### src/inc/ble_defines.svh
// Constants for the branch and data transfer execution block.
// Assumes one inclusion guard and plain text macro use only.
`ifndef BLE_DEFINES_SVH
`define BLE_DEFINES_SVH
// ********************
// Status flag positions
// ********************
`define BLE_FLAG_C 0
`define BLE_FLAG_Z 1
`define BLE_FLAG_N 2
`define BLE_FLAG_V 3
`define BLE_FLAG_H 5
`define BLE_FLAG_T 6
`define BLE_FLAG_I 7
// ********************
// Opcodes in bits 15:12
// ********************
`define BLE_OP_BRANCH 4'h0
`define BLE_OP_COPY 4'h1
`define BLE_OP_IMM 4'h2
`define BLE_OP_ILOAD 4'h3
`define BLE_OP_ISTORE 4'h4
`define BLE_OP_DLOAD 4'h5
`define BLE_OP_DSTORE 4'h6
`define BLE_OP_XLOAD 4'h7
`define BLE_OP_XSTORE 4'h8
// ********************
// Branch condition codes in bits 11:7
// ********************
`define BLE_CC_NE 5'h00
`define BLE_CC_CS 5'h01
`define BLE_CC_CC 5'h02
`define BLE_CC_SH 5'h03
`define BLE_CC_LO 5'h04
`define BLE_CC_MI 5'h05
`define BLE_CC_PL 5'h06
`define BLE_CC_GE 5'h07
`define BLE_CC_LT 5'h08
`define BLE_CC_HS 5'h09
`define BLE_CC_HC 5'h0a
`define BLE_CC_TS 5'h0b
`define BLE_CC_TC 5'h0c
`define BLE_CC_VS 5'h0d
`define BLE_CC_VC 5'h0e
`define BLE_CC_IE 5'h0f
`define BLE_CC_ID 5'h10
// ********************
// Pointer select and addressing mode
// ********************
`define BLE_PTR_X_LO 5'h1a
`define BLE_PTR_Y_LO 5'h1c
`define BLE_PTR_Z_LO 5'h1e
`define BLE_MODE_PLAIN 2'h0
`define BLE_MODE_POST 2'h1
`define BLE_MODE_PRE 2'h2
`define BLE_IMM_BASE 1'b1
// ********************
// Host map and reset values
// ********************
`define BLE_HOST_FLAGS 8'h20
`define BLE_HOST_PC_LO 8'h21
`define BLE_HOST_PC_HI 8'h22
`define BLE_FLAGS_RST 8'h00
`define BLE_PC_RST 16'h0000
`define BLE_REG_RST 8'h00
`endif

### src/inc/ble_pkg.sv
// Types shared by the branch and data transfer execution block.
// Assumes the defines header is compiled alongside.
package ble_pkg;
  // Sequencer states
  typedef enum logic {ST_EXEC, ST_HOLD} ble_state_t;
endpackage : ble_pkg

### src/design/ble_core.sv
// Branch, move, load and store execution core with its register file.
// Assumes program memory shows the words at pc and pc+1 every cycle and
// data memory returns read data in the cycle after the read strobe.
`timescale 1ns/1ps
`include "ble_defines.svh"
module ble_core (
  input wire logic clk_in, // System clock
  input wire logic reset_in, // Async reset, active high
  input wire logic run_in, // Execute when high
  input wire logic [15:0] instr_in, // Word at pc
  input wire logic [15:0] instr_ext_in, // Word at pc+1
  output logic [15:0] pc_out, // Program counter
  output logic [15:0] dmem_addr_out, // Data memory address
  output logic [7:0] dmem_wdata_out, // Data memory write data
  output logic dmem_we_out, // Data memory write strobe
  output logic dmem_re_out, // Data memory read strobe
  input wire logic [7:0] dmem_rdata_in, // Read data, cycle after strobe
  input wire logic [7:0] host_addr_in, // Host register address
  input wire logic [7:0] host_wdata_in, // Host write data
  input wire logic host_write_in, // Host write strobe
  input wire logic host_read_in, // Host read strobe
  output logic [7:0] host_rdata_out // Host read data
);
  // ********************
  // State
  // ********************
  logic [7:0] regs_q [32]; // General purpose registers
  logic [7:0] flags_q; // Status flags
  logic [15:0] pc_q; // Program counter
  ble_pkg::ble_state_t state_q; // Sequencer state
  logic [15:0] addr_q; // Data address
  logic [7:0] wdata_q; // Data to store
  logic we_q; // Store strobe
  logic re_q; // Load strobe
  logic [4:0] ld_idx_q; // Load destination
  logic wb_pend_q; // Load data arriving now
  logic [4:0] wb_idx_q; // Register for arriving data
  logic [7:0] host_rdata_q; // Host read data

  // Register value with load data forwarded; all it reads comes in as arguments,
  // so a continuous assignment that calls it wakes on every change
  function automatic logic [7:0] reg_val(input logic [4:0] idx, input logic [7:0] stored,
      input logic pend, input logic [4:0] pend_idx, input logic [7:0] pend_data);
    if (pend && (pend_idx == idx)) begin
      return pend_data;
    end
    return stored;
  endfunction : reg_val

  // Branch condition from code and flags
  function automatic logic cond_eval(input logic [4:0] cc, input logic [7:0] f);
    case (cc)
      `BLE_CC_NE: return !f[`BLE_FLAG_Z];
      `BLE_CC_CS, `BLE_CC_LO: return f[`BLE_FLAG_C];
      `BLE_CC_CC, `BLE_CC_SH: return !f[`BLE_FLAG_C];
      `BLE_CC_MI: return f[`BLE_FLAG_N];
      `BLE_CC_PL: return !f[`BLE_FLAG_N];
      `BLE_CC_GE: return !(f[`BLE_FLAG_N] ^ f[`BLE_FLAG_V]);
      `BLE_CC_LT: return f[`BLE_FLAG_N] ^ f[`BLE_FLAG_V];
      `BLE_CC_HS: return f[`BLE_FLAG_H];
      `BLE_CC_HC: return !f[`BLE_FLAG_H];
      `BLE_CC_TS: return f[`BLE_FLAG_T];
      `BLE_CC_TC: return !f[`BLE_FLAG_T];
      `BLE_CC_VS: return f[`BLE_FLAG_V];
      `BLE_CC_VC: return !f[`BLE_FLAG_V];
      `BLE_CC_IE: return f[`BLE_FLAG_I];
      `BLE_CC_ID: return !f[`BLE_FLAG_I];
      default: return 1'b0; // Unused codes never branch
    endcase
  endfunction : cond_eval

  // ********************
  // Decode
  // ********************
  wire logic [3:0] op = instr_in[15:12]; // Opcode
  wire logic exec_go = (state_q == ble_pkg::ST_EXEC) && run_in; // Executing now
  wire logic is_br = (op == `BLE_OP_BRANCH); // Conditional branch
  wire logic is_copy = (op == `BLE_OP_COPY); // Register copy
  wire logic is_imm = (op == `BLE_OP_IMM); // Immediate load
  wire logic is_ild = (op == `BLE_OP_ILOAD); // Indirect load
  wire logic is_ist = (op == `BLE_OP_ISTORE); // Indirect store
  wire logic is_dld = (op == `BLE_OP_DLOAD); // Displacement load
  wire logic is_dst = (op == `BLE_OP_DSTORE); // Displacement store
  wire logic is_xld = (op == `BLE_OP_XLOAD); // Direct load
  wire logic is_xst = (op == `BLE_OP_XSTORE); // Direct store
  wire logic is_disp = is_dld || is_dst; // Displacement form
  wire logic is_ind = is_ild || is_ist; // Pointer form
  wire logic is_load = is_ild || is_dld || is_xld; // Any load
  wire logic is_store = is_ist || is_dst || is_xst; // Any store

  // Branch target, offset sign-extended
  wire logic [6:0] br_off = instr_in[6:0]; // Signed offset
  wire logic [15:0] br_target = pc_q + {{9{br_off[6]}}, br_off} + 16'h0001;
  wire logic cond_ok = cond_eval(instr_in[11:7], flags_q); // Condition met

  // Register operands
  wire logic [4:0] reg_a = instr_in[4:0]; // Load dest or store source
  wire logic [4:0] copy_rd = instr_in[9:5]; // Copy destination
  wire logic [7:0] copy_src = reg_val(reg_a, regs_q[reg_a], wb_pend_q, wb_idx_q,
                                      dmem_rdata_in); // Copy source value
  wire logic [4:0] imm_rd = {`BLE_IMM_BASE, instr_in[11:8]}; // Upper-half dest
  wire logic [7:0] src_val = reg_val(reg_a, regs_q[reg_a], wb_pend_q, wb_idx_q,
                                     dmem_rdata_in); // Store data

  // Pointer pair selection
  wire logic [1:0] ptr_mode = instr_in[9:8]; // Addressing mode
  wire logic [4:0] ind_lo = (instr_in[11:10] == 2'h0) ? `BLE_PTR_X_LO :
                            (instr_in[11:10] == 2'h1) ? `BLE_PTR_Y_LO : `BLE_PTR_Z_LO;
  wire logic [4:0] ptr_lo = is_disp ? (instr_in[11] ? `BLE_PTR_Z_LO : `BLE_PTR_Y_LO)
                                    : ind_lo;
  wire logic [4:0] ptr_hi = {ptr_lo[4:1], 1'b1}; // High byte of pair
  wire logic [15:0] ptr_val = {
    reg_val(ptr_hi, regs_q[ptr_hi], wb_pend_q, wb_idx_q, dmem_rdata_in),
    reg_val(ptr_lo, regs_q[ptr_lo], wb_pend_q, wb_idx_q, dmem_rdata_in)}; // Pointer pair
  wire logic [15:0] ptr_inc = ptr_val + 16'h0001; // Post-increment value
  wire logic [15:0] ptr_dec = ptr_val - 16'h0001; // Pre-decrement value
  wire logic [15:0] disp_addr = ptr_val + {10'h000, instr_in[10:5]};
  wire logic is_pre = is_ind && (ptr_mode == `BLE_MODE_PRE); // Pre-decrement
  wire logic ptr_wr = exec_go && is_ind &&
                      ((ptr_mode == `BLE_MODE_POST) || is_pre);
  wire logic [15:0] ptr_new = is_pre ? ptr_dec : ptr_inc;

  // Data address for this access
  wire logic [15:0] mem_addr = (is_xld || is_xst) ? instr_ext_in :
                               is_disp ? disp_addr :
                               is_pre ? ptr_dec : ptr_val;

  // Host decode
  wire logic host_reg = (host_addr_in[7:5] == 3'h0); // Register file window
  wire logic host_wr_reg = host_write_in && host_reg; // Register write
  wire logic [4:0] host_idx = host_addr_in[4:0]; // Register addressed by host
  wire logic [7:0] host_reg_val = reg_val(host_idx, regs_q[host_idx], wb_pend_q, wb_idx_q,
                                          dmem_rdata_in); // Forwarded register value
  wire logic [7:0] host_mux = host_reg ? host_reg_val :
                              (host_addr_in == `BLE_HOST_FLAGS) ? flags_q :
                              (host_addr_in == `BLE_HOST_PC_LO) ? pc_q[7:0] :
                              (host_addr_in == `BLE_HOST_PC_HI) ? pc_q[15:8] : 8'h00;

  // ********************
  // Register file
  // ********************
  // Writes in order: load data, copy, immediate, pointer, host (last wins)
  always_ff @(posedge clk_in or posedge reset_in) begin
    if (reset_in) begin
      for (int i = 0; i < 32; i++) begin
        regs_q[i] <= `BLE_REG_RST;
      end
    end else begin
      if (wb_pend_q) begin
        regs_q[wb_idx_q] <= dmem_rdata_in;
      end
      if (exec_go && is_copy) begin
        regs_q[copy_rd] <= copy_src;
      end
      if (exec_go && is_imm) begin
        regs_q[imm_rd] <= instr_in[7:0];
      end
      if (ptr_wr) begin
        regs_q[ptr_lo] <= ptr_new[7:0];
        regs_q[ptr_hi] <= ptr_new[15:8];
      end
      if (host_wr_reg) begin
        regs_q[host_addr_in[4:0]] <= host_wdata_in;
      end
    end
  end

  // ********************
  // Status flags
  // ********************
  // Only the host changes flags; no instruction here touches them
  always_ff @(posedge clk_in or posedge reset_in) begin
    if (reset_in) begin
      flags_q <= `BLE_FLAGS_RST;
    end else if (host_write_in && (host_addr_in == `BLE_HOST_FLAGS)) begin
      flags_q <= host_wdata_in;
    end
  end

  // ********************
  // Sequencer
  // ********************
  // Two-clock forms spend a hold cycle; load data lands after it
  always_ff @(posedge clk_in or posedge reset_in) begin
    if (reset_in) begin
      state_q <= ble_pkg::ST_EXEC;
      pc_q <= `BLE_PC_RST;
      addr_q <= 16'h0000;
      wdata_q <= 8'h00;
      we_q <= 1'b0;
      re_q <= 1'b0;
      ld_idx_q <= 5'h00;
      wb_pend_q <= 1'b0;
      wb_idx_q <= 5'h00;
    end else begin
      we_q <= 1'b0;
      re_q <= 1'b0;
      wb_pend_q <= re_q; // Data is back one cycle after the strobe
      wb_idx_q <= ld_idx_q;
      case (state_q)
        ble_pkg::ST_EXEC: begin
          if (run_in) begin
            if (is_br && cond_ok) begin
              pc_q <= br_target;
              state_q <= ble_pkg::ST_HOLD;
            end else if (is_load || is_store) begin
              addr_q <= mem_addr;
              wdata_q <= src_val;
              we_q <= is_store;
              re_q <= is_load;
              ld_idx_q <= reg_a;
              pc_q <= pc_q + ((is_xld || is_xst) ? 16'h0002 : 16'h0001);
              state_q <= ble_pkg::ST_HOLD;
            end else begin
              pc_q <= pc_q + 16'h0001;
            end
          end
        end
        ble_pkg::ST_HOLD: begin
          state_q <= ble_pkg::ST_EXEC; // Second clock of the instruction
        end
        default: begin
          state_q <= ble_pkg::ST_EXEC;
        end
      endcase
      if (host_write_in && (host_addr_in == `BLE_HOST_PC_LO)) begin
        pc_q[7:0] <= host_wdata_in;
      end
      if (host_write_in && (host_addr_in == `BLE_HOST_PC_HI)) begin
        pc_q[15:8] <= host_wdata_in;
      end
    end
  end

  // ********************
  // Host read data
  // ********************
  // Data stand only in the cycle after the read strobe
  always_ff @(posedge clk_in or posedge reset_in) begin
    if (reset_in) begin
      host_rdata_q <= 8'h00;
    end else begin
      host_rdata_q <= host_read_in ? host_mux : 8'h00;
    end
  end

  // Outputs straight from flip-flops
  assign pc_out = pc_q;
  assign dmem_addr_out = addr_q;
  assign dmem_wdata_out = wdata_q;
  assign dmem_we_out = we_q;
  assign dmem_re_out = re_q;
  assign host_rdata_out = host_rdata_q;

  // ********************
  // Assertions
  // ********************
  wire logic no_host_pc = !(host_write_in && (host_addr_in == `BLE_HOST_PC_LO ||
                            host_addr_in == `BLE_HOST_PC_HI)); // PC not overwritten
  property p_br_taken;
    @(posedge clk_in) disable iff (reset_in)
    exec_go && is_br && cond_ok && no_host_pc |=>
      pc_q == $past(br_target) && state_q == ble_pkg::ST_HOLD ##1 state_q == ble_pkg::ST_EXEC;
  endproperty
  a_br_taken: assert property (p_br_taken) else $error("taken branch timing");
  property p_br_skip;
    @(posedge clk_in) disable iff (reset_in)
    exec_go && is_br && !cond_ok && no_host_pc |=>
      pc_q == $past(pc_q) + 16'h0001 && state_q == ble_pkg::ST_EXEC;
  endproperty
  a_br_skip: assert property (p_br_skip) else $error("untaken branch timing");
  property p_cond_ne;
    @(posedge clk_in) disable iff (reset_in)
    exec_go && is_br && instr_in[11:7] == `BLE_CC_NE && no_host_pc |=>
      pc_q == $past(pc_q) + ($past(flags_q[`BLE_FLAG_Z]) ? 16'h0001 :
        {{9{$past(instr_in[6])}}, $past(instr_in[6:0])} + 16'h0001);
  endproperty
  a_cond_ne: assert property (p_cond_ne) else $error("not-equal condition");
  property p_cond_ge;
    @(posedge clk_in) disable iff (reset_in)
    exec_go && is_br && instr_in[11:7] == `BLE_CC_GE && no_host_pc |=>
      pc_q == $past(pc_q) + (($past(flags_q[`BLE_FLAG_N]) != $past(flags_q[`BLE_FLAG_V])) ?
        16'h0001 : {{9{$past(instr_in[6])}}, $past(instr_in[6:0])} + 16'h0001);
  endproperty
  a_cond_ge: assert property (p_cond_ge) else $error("signed ge condition");
  property p_copy;
    @(posedge clk_in) disable iff (reset_in)
    exec_go && is_copy && !host_write_in |=>
      regs_q[$past(copy_rd)] == $past(copy_src) && $stable(flags_q);
  endproperty
  a_copy: assert property (p_copy) else $error("register copy");
  // Immediate lands in the upper-half register in one clock, flags kept
  property p_imm;
    @(posedge clk_in) disable iff (reset_in)
    exec_go && is_imm && !host_write_in |=>
      regs_q[$past(imm_rd)] == $past(instr_in[7:0]) && $stable(flags_q) &&
      state_q == ble_pkg::ST_EXEC;
  endproperty
  a_imm: assert property (p_imm) else $error("immediate load");
  property p_load;
    @(posedge clk_in) disable iff (reset_in)
    exec_go && is_ild && !is_pre |=> re_q && addr_q == $past(ptr_val) ##1 wb_pend_q;
  endproperty
  a_load: assert property (p_load) else $error("indirect load");
  property p_predec;
    @(posedge clk_in) disable iff (reset_in)
    exec_go && is_pre && !host_wr_reg |=>
      addr_q == $past(ptr_val) - 16'h0001 && {regs_q[$past(ptr_hi)], regs_q[$past(ptr_lo)]} == addr_q;
  endproperty
  a_predec: assert property (p_predec) else $error("pre-decrement");
  property p_disp;
    @(posedge clk_in) disable iff (reset_in)
    exec_go && is_disp && !host_wr_reg && !wb_pend_q |=>
      addr_q == $past(disp_addr) && regs_q[$past(ptr_lo)] == $past(regs_q[ptr_lo]);
  endproperty
  a_disp: assert property (p_disp) else $error("displacement access");
  property p_store;
    @(posedge clk_in) disable iff (reset_in)
    exec_go && is_store |=> we_q && !re_q && wdata_q == $past(src_val) ##1 !we_q;
  endproperty
  a_store: assert property (p_store) else $error("store strobe");
  property p_direct;
    @(posedge clk_in) disable iff (reset_in)
    exec_go && (is_xld || is_xst) && no_host_pc |=>
      addr_q == $past(instr_ext_in) && pc_q == $past(pc_q) + 16'h0002;
  endproperty
  a_direct: assert property (p_direct) else $error("direct access");
endmodule : ble_core

### config.mk
export PLATFORM = sky130hd
export DESIGN_NAME = ble_core
export DESIGN_NICKNAME = d
export VERILOG_FILES = /design/src/inc/ble_pkg.sv /design/src/design/ble_core.sv
export VERILOG_INCLUDE_DIRS = /design/src /design/src/inc
export SDC_FILE = /design/constraint.sdc
export NUM_CORES = 2
export LEC_CHECK = 0
export CAP_MARGIN = 10
export CORE_MARGIN = 2
export CORE_UTILIZATION = 32
export CTS_CLUSTER_SIZE = 12
export DETAILED_ROUTE_END_ITERATION = 10
export DONT_BUFFER_PORTS = 1
export SLEW_MARGIN = 20
export SYNTH_ARGS = -nofsm -noshare
export SYNTH_HDL_FRONTEND = slang
export SYNTH_SLANG_ARGS = --single-unit
### constraint.sdc
create_clock -name clk_in -period 11.9 [get_ports clk_in]
set_clock_uncertainty 0.1 [all_clocks]
set_input_delay 0.595 -clock clk_in [delete_from_list [all_inputs] [get_ports clk_in]]
set_output_delay 0.595 -clock clk_in [all_outputs]
set_load 0.005 [all_outputs]
==> impl_metrics.csv <==
group,metric,value,unit
outcome,status,"completed",
layout,final_cell_mix,"nand2_1 (470), o21ai_0 (352), nor2_1 (348)",
global_routing,grt_remaining_overflow,0,
yosys,yosysUniqueCellTypes,84,
worst_setup_path,crit_type,"flip-flop to flip-flop",
timing,worst_pin_slew,1.22,ns
route,drt_pass1_iterations,8,
layout,nets,3114,
clock_network,cts_resized,0,
yosys,syn_inst,3240,
layout,layout_commonest_cell,"nand2_1",
route,drc,0,
global_routing,grt_antenna_before_repair,7,
yosys,syn_avg_cell_area,8.46,µm²
yosys,synth_ff_type,"dfrtp_1",
timing,drv_slew,0,
floorplan,die-area,88000,µm²
timing,finalCritPeriodShare,40.8,%
yosys,async_flop_share,100,%
layout,area_delta_synth_final,7.29,%
pwr,cellLeakagePower,11.6,nW
global_routing,grt_pass1_vias,24100,
global_routing,grt_usage,25.6,%
worst_setup_path,path_max_fanout,11,
floorplan,io-pin-count,111,
worst_setup_path,required,12.25,ns
placement,gp_congestion,0.960,
timing,rsz0062_at_grt,"no",
clock_network,clk_pin_slew,0.07,ns
run,drv_cap,0,
route,wire_per_inst,27.2,µm
floorplan,num_rows,107,
clock_network,cts-htree-levels,2,
yosys,ys_ff_latch,326,
route,drt_iter0_drc,3645,
placement,dpl.hpwl,73.7,mm
timing,max_freq,206,MHz
clock_network,clkSinkCount,326,
clock_network,numCtsBuffers,40,
route,route.vias.total,26100,
route,wl,114,mm
floorplan,die_y,297,µm
yosys,seq_area_frac_synth,29.8,%
route,via_per_inst,6.21,
pwr,power_density,174,nW/µm²
floorplan,initial_utilization,32.2,%
floorplan,core,85000,µm²
worst_setup_path,crit_path_end_kind,"flip-flop",
yosys,syn-cell-area,27400,µm²
floorplan,die_x,297,µm
timing,setup_slack,7.04,ns
timing,period_minus_slack,4.86,ns
yosys,synth_edf_count,0,
global_routing,grt_pass1_wl,167,mm
route,ant_nets,0,
yosys,yosysWarnings,0,
timing,finalSetupViolCount,0,
timing,finalHoldViolCount,0,
pwr,max-vdd-ir-drop,0.000102,V
timing,setup_tns,0,ns
worst_setup_path,cp-start-kind,"flip-flop",
timing,max_slew_margin,18.3,%
placement,port_buffers,0,
clock_network,clk_latency,0.61,ns
clock_network,clock_path_buffers,3,
hold_path,hold_path_class,"input port to flip-flop",
yosys,syn_nets,3330,
worst_setup_path,arrival,5.21,ns
clock_network,cts_root_buf,"clkbuf_16",
clock_network,cts_setup_buffers,0,
placement,post-place-ws,7.01,ns
clock_network,cts_tree,"yes",
layout,fillers,8791,
global_routing,grt_max_degree,156,
layout,drive_gt1_share,14.9,%
[state kept, by name (all words and copies together) (netlist names)]
| name | flops |
|---|---|
| wb_idx_q | 5 |
| host_rdata_out | 8 |
| dmem_wdata_out | 8 |
| dmem_addr_out | 16 |
| ld_idx_q | 5 |
| state_q | 1 |
| dmem_we_out | 1 |
| dmem_re_out | 1 |
| regs_q | 256 |
| wb_pend_q | 1 |
| pc_out | 16 |
| flags_q | 8 |
[layout make-up]
cell class	count	area [µm²]	area share (%)
antenna	1	2.50	0.00851
clock buffer	67	1270	4.34
clock inverter	5	36.3	0.123
inverter	25	101	0.345
multi-input combinational	2602	18100	61.7
sequential	326	8160	27.7
tap	1144	1430	4.87
timing repair buffer	29	255	0.868
[repair_timing]
| item | CTS | global route |
|---|---|---|
| hold buffers | 2 | 0 |
| endpoints found under the hold margin | 29 | 0 |
| endpoints found under the setup margin | 0 | 0 |
[kinds of logic after synthesis]
group                    share of synthesized area (%)
multiplexers                                      26.0
flip-flops                                        29.8
buffers and inverters                             4.44
XOR/XNOR                                          1.73
adder cells (fa/ha/maj)                           1.38
AO/OA/AOI/OAI                                     19.4
AND/OR/NAND/NOR                                   17.3
[synth_stat cells (5+ instances only)]
cell type  number  area share, %
buf_1          32           0.44
a221oi_1       10           0.32
a311oi_1       11           0.35
and2_1         18           0.41
o31ai_1        10           0.27
nand2b_1       15           0.34
a22oi_1         5           0.14
nor4_1          6           0.14
nand4_1        10           0.23
mux2_2        172            7.1
a21boi_0       10           0.27
xnor2_1        30           0.96
buf_2          18           0.33
nand3_1        81            1.5
mux4_2        147             12
a21oi_1       299            5.5
o22ai_1        24           0.55
xor2_1         21           0.67
nor3_1         31           0.57
dfrtp_1       326             30
and3_1         22           0.50
clkbuf_1      233            3.2
inv_1          24           0.33
nor2b_1        49            1.1
or2_2           8           0.18
a31oi_1        24           0.55
o211ai_1       16           0.44
a211oi_1       81            2.2
mux2i_1       185            6.8
nor2_1        360            4.9
ha_1           27            1.2
nand2_1       470            6.4
o221ai_1       17           0.54
o21ai_0       352            6.4
nor3b_1         7           0.19
o21ai_1         5          0.091
or3_1           6           0.14
[routing by layer]
layer / GRT usage [%] / up-vias / routed length, µm
met4: 14.1 / 10 / 7110
met2: 38.5 / 1561 / 49500
met1: 33.6 / 12700 / 44800
li1: - / 11400 / -
met3: 6.52 / 407 / 12600
met5: 0 / - / 63
[through the flow]
stage	hold WS (ns)	area [µm²]	cells	power (mW)	util [%]
floorplan	0.249	27400	3240	3.18	-
global placement	0.258	28000	4123	3.76	32.9
detailed placement	0.269	28000	4123	3.79	32.9
CTS	0.0208	29300	4197	5.05	34.5
global route	0.0192	29400	4198	5.34	34.6
finish	0.0187	29400	4199	5.13	34.6
[worst max-delay path, stage by stage, from the launching register on]
cell	delay [ns]
dfrtp_1	0.50
nand3b_1	0.45
nor4b_1	0.37
a32o_1	0.43
o21ai_2	0.28
mux2i_1	0.58
inv_1	0.14
ha_1	0.25
ha_1	0.22
or3_1	0.35
o211ai_1	0.27
nand2_1	0.19
a32oi_1	0.27
mux2i_1	0.20
o211ai_1	0.11
[path summary, 6_finish.rpt]
kind	from	depth (start not counted)	slack, ns	endpoint
setup / recovery	wb_idx_q[2]	14	7.04	dmem_addr_out[14]
hold / removal	host_wdata_in[5]	2	0.02	regs_q[29]
setup reg to reg	wb_idx_q[2]	14	7.04	dmem_addr_out[14]
hold reg to reg	ld_idx_q[4]	0	0.28	wb_idx_q[4]
max in group asynchronous	reset_in	4	9.53	regs_q[187]
min in group asynchronous	reset_in	2	0.61	dmem_we_out
[report_power, final]
part           internal, mW  switching, mW  leakage [nW]  total (mW)
Sequential             1.44          0.389          4.00        1.83
Combinational         0.935           1.10          6.91        2.03
Clock                 0.728          0.539         0.648        1.27
Power figures use the tool's default switching activity.
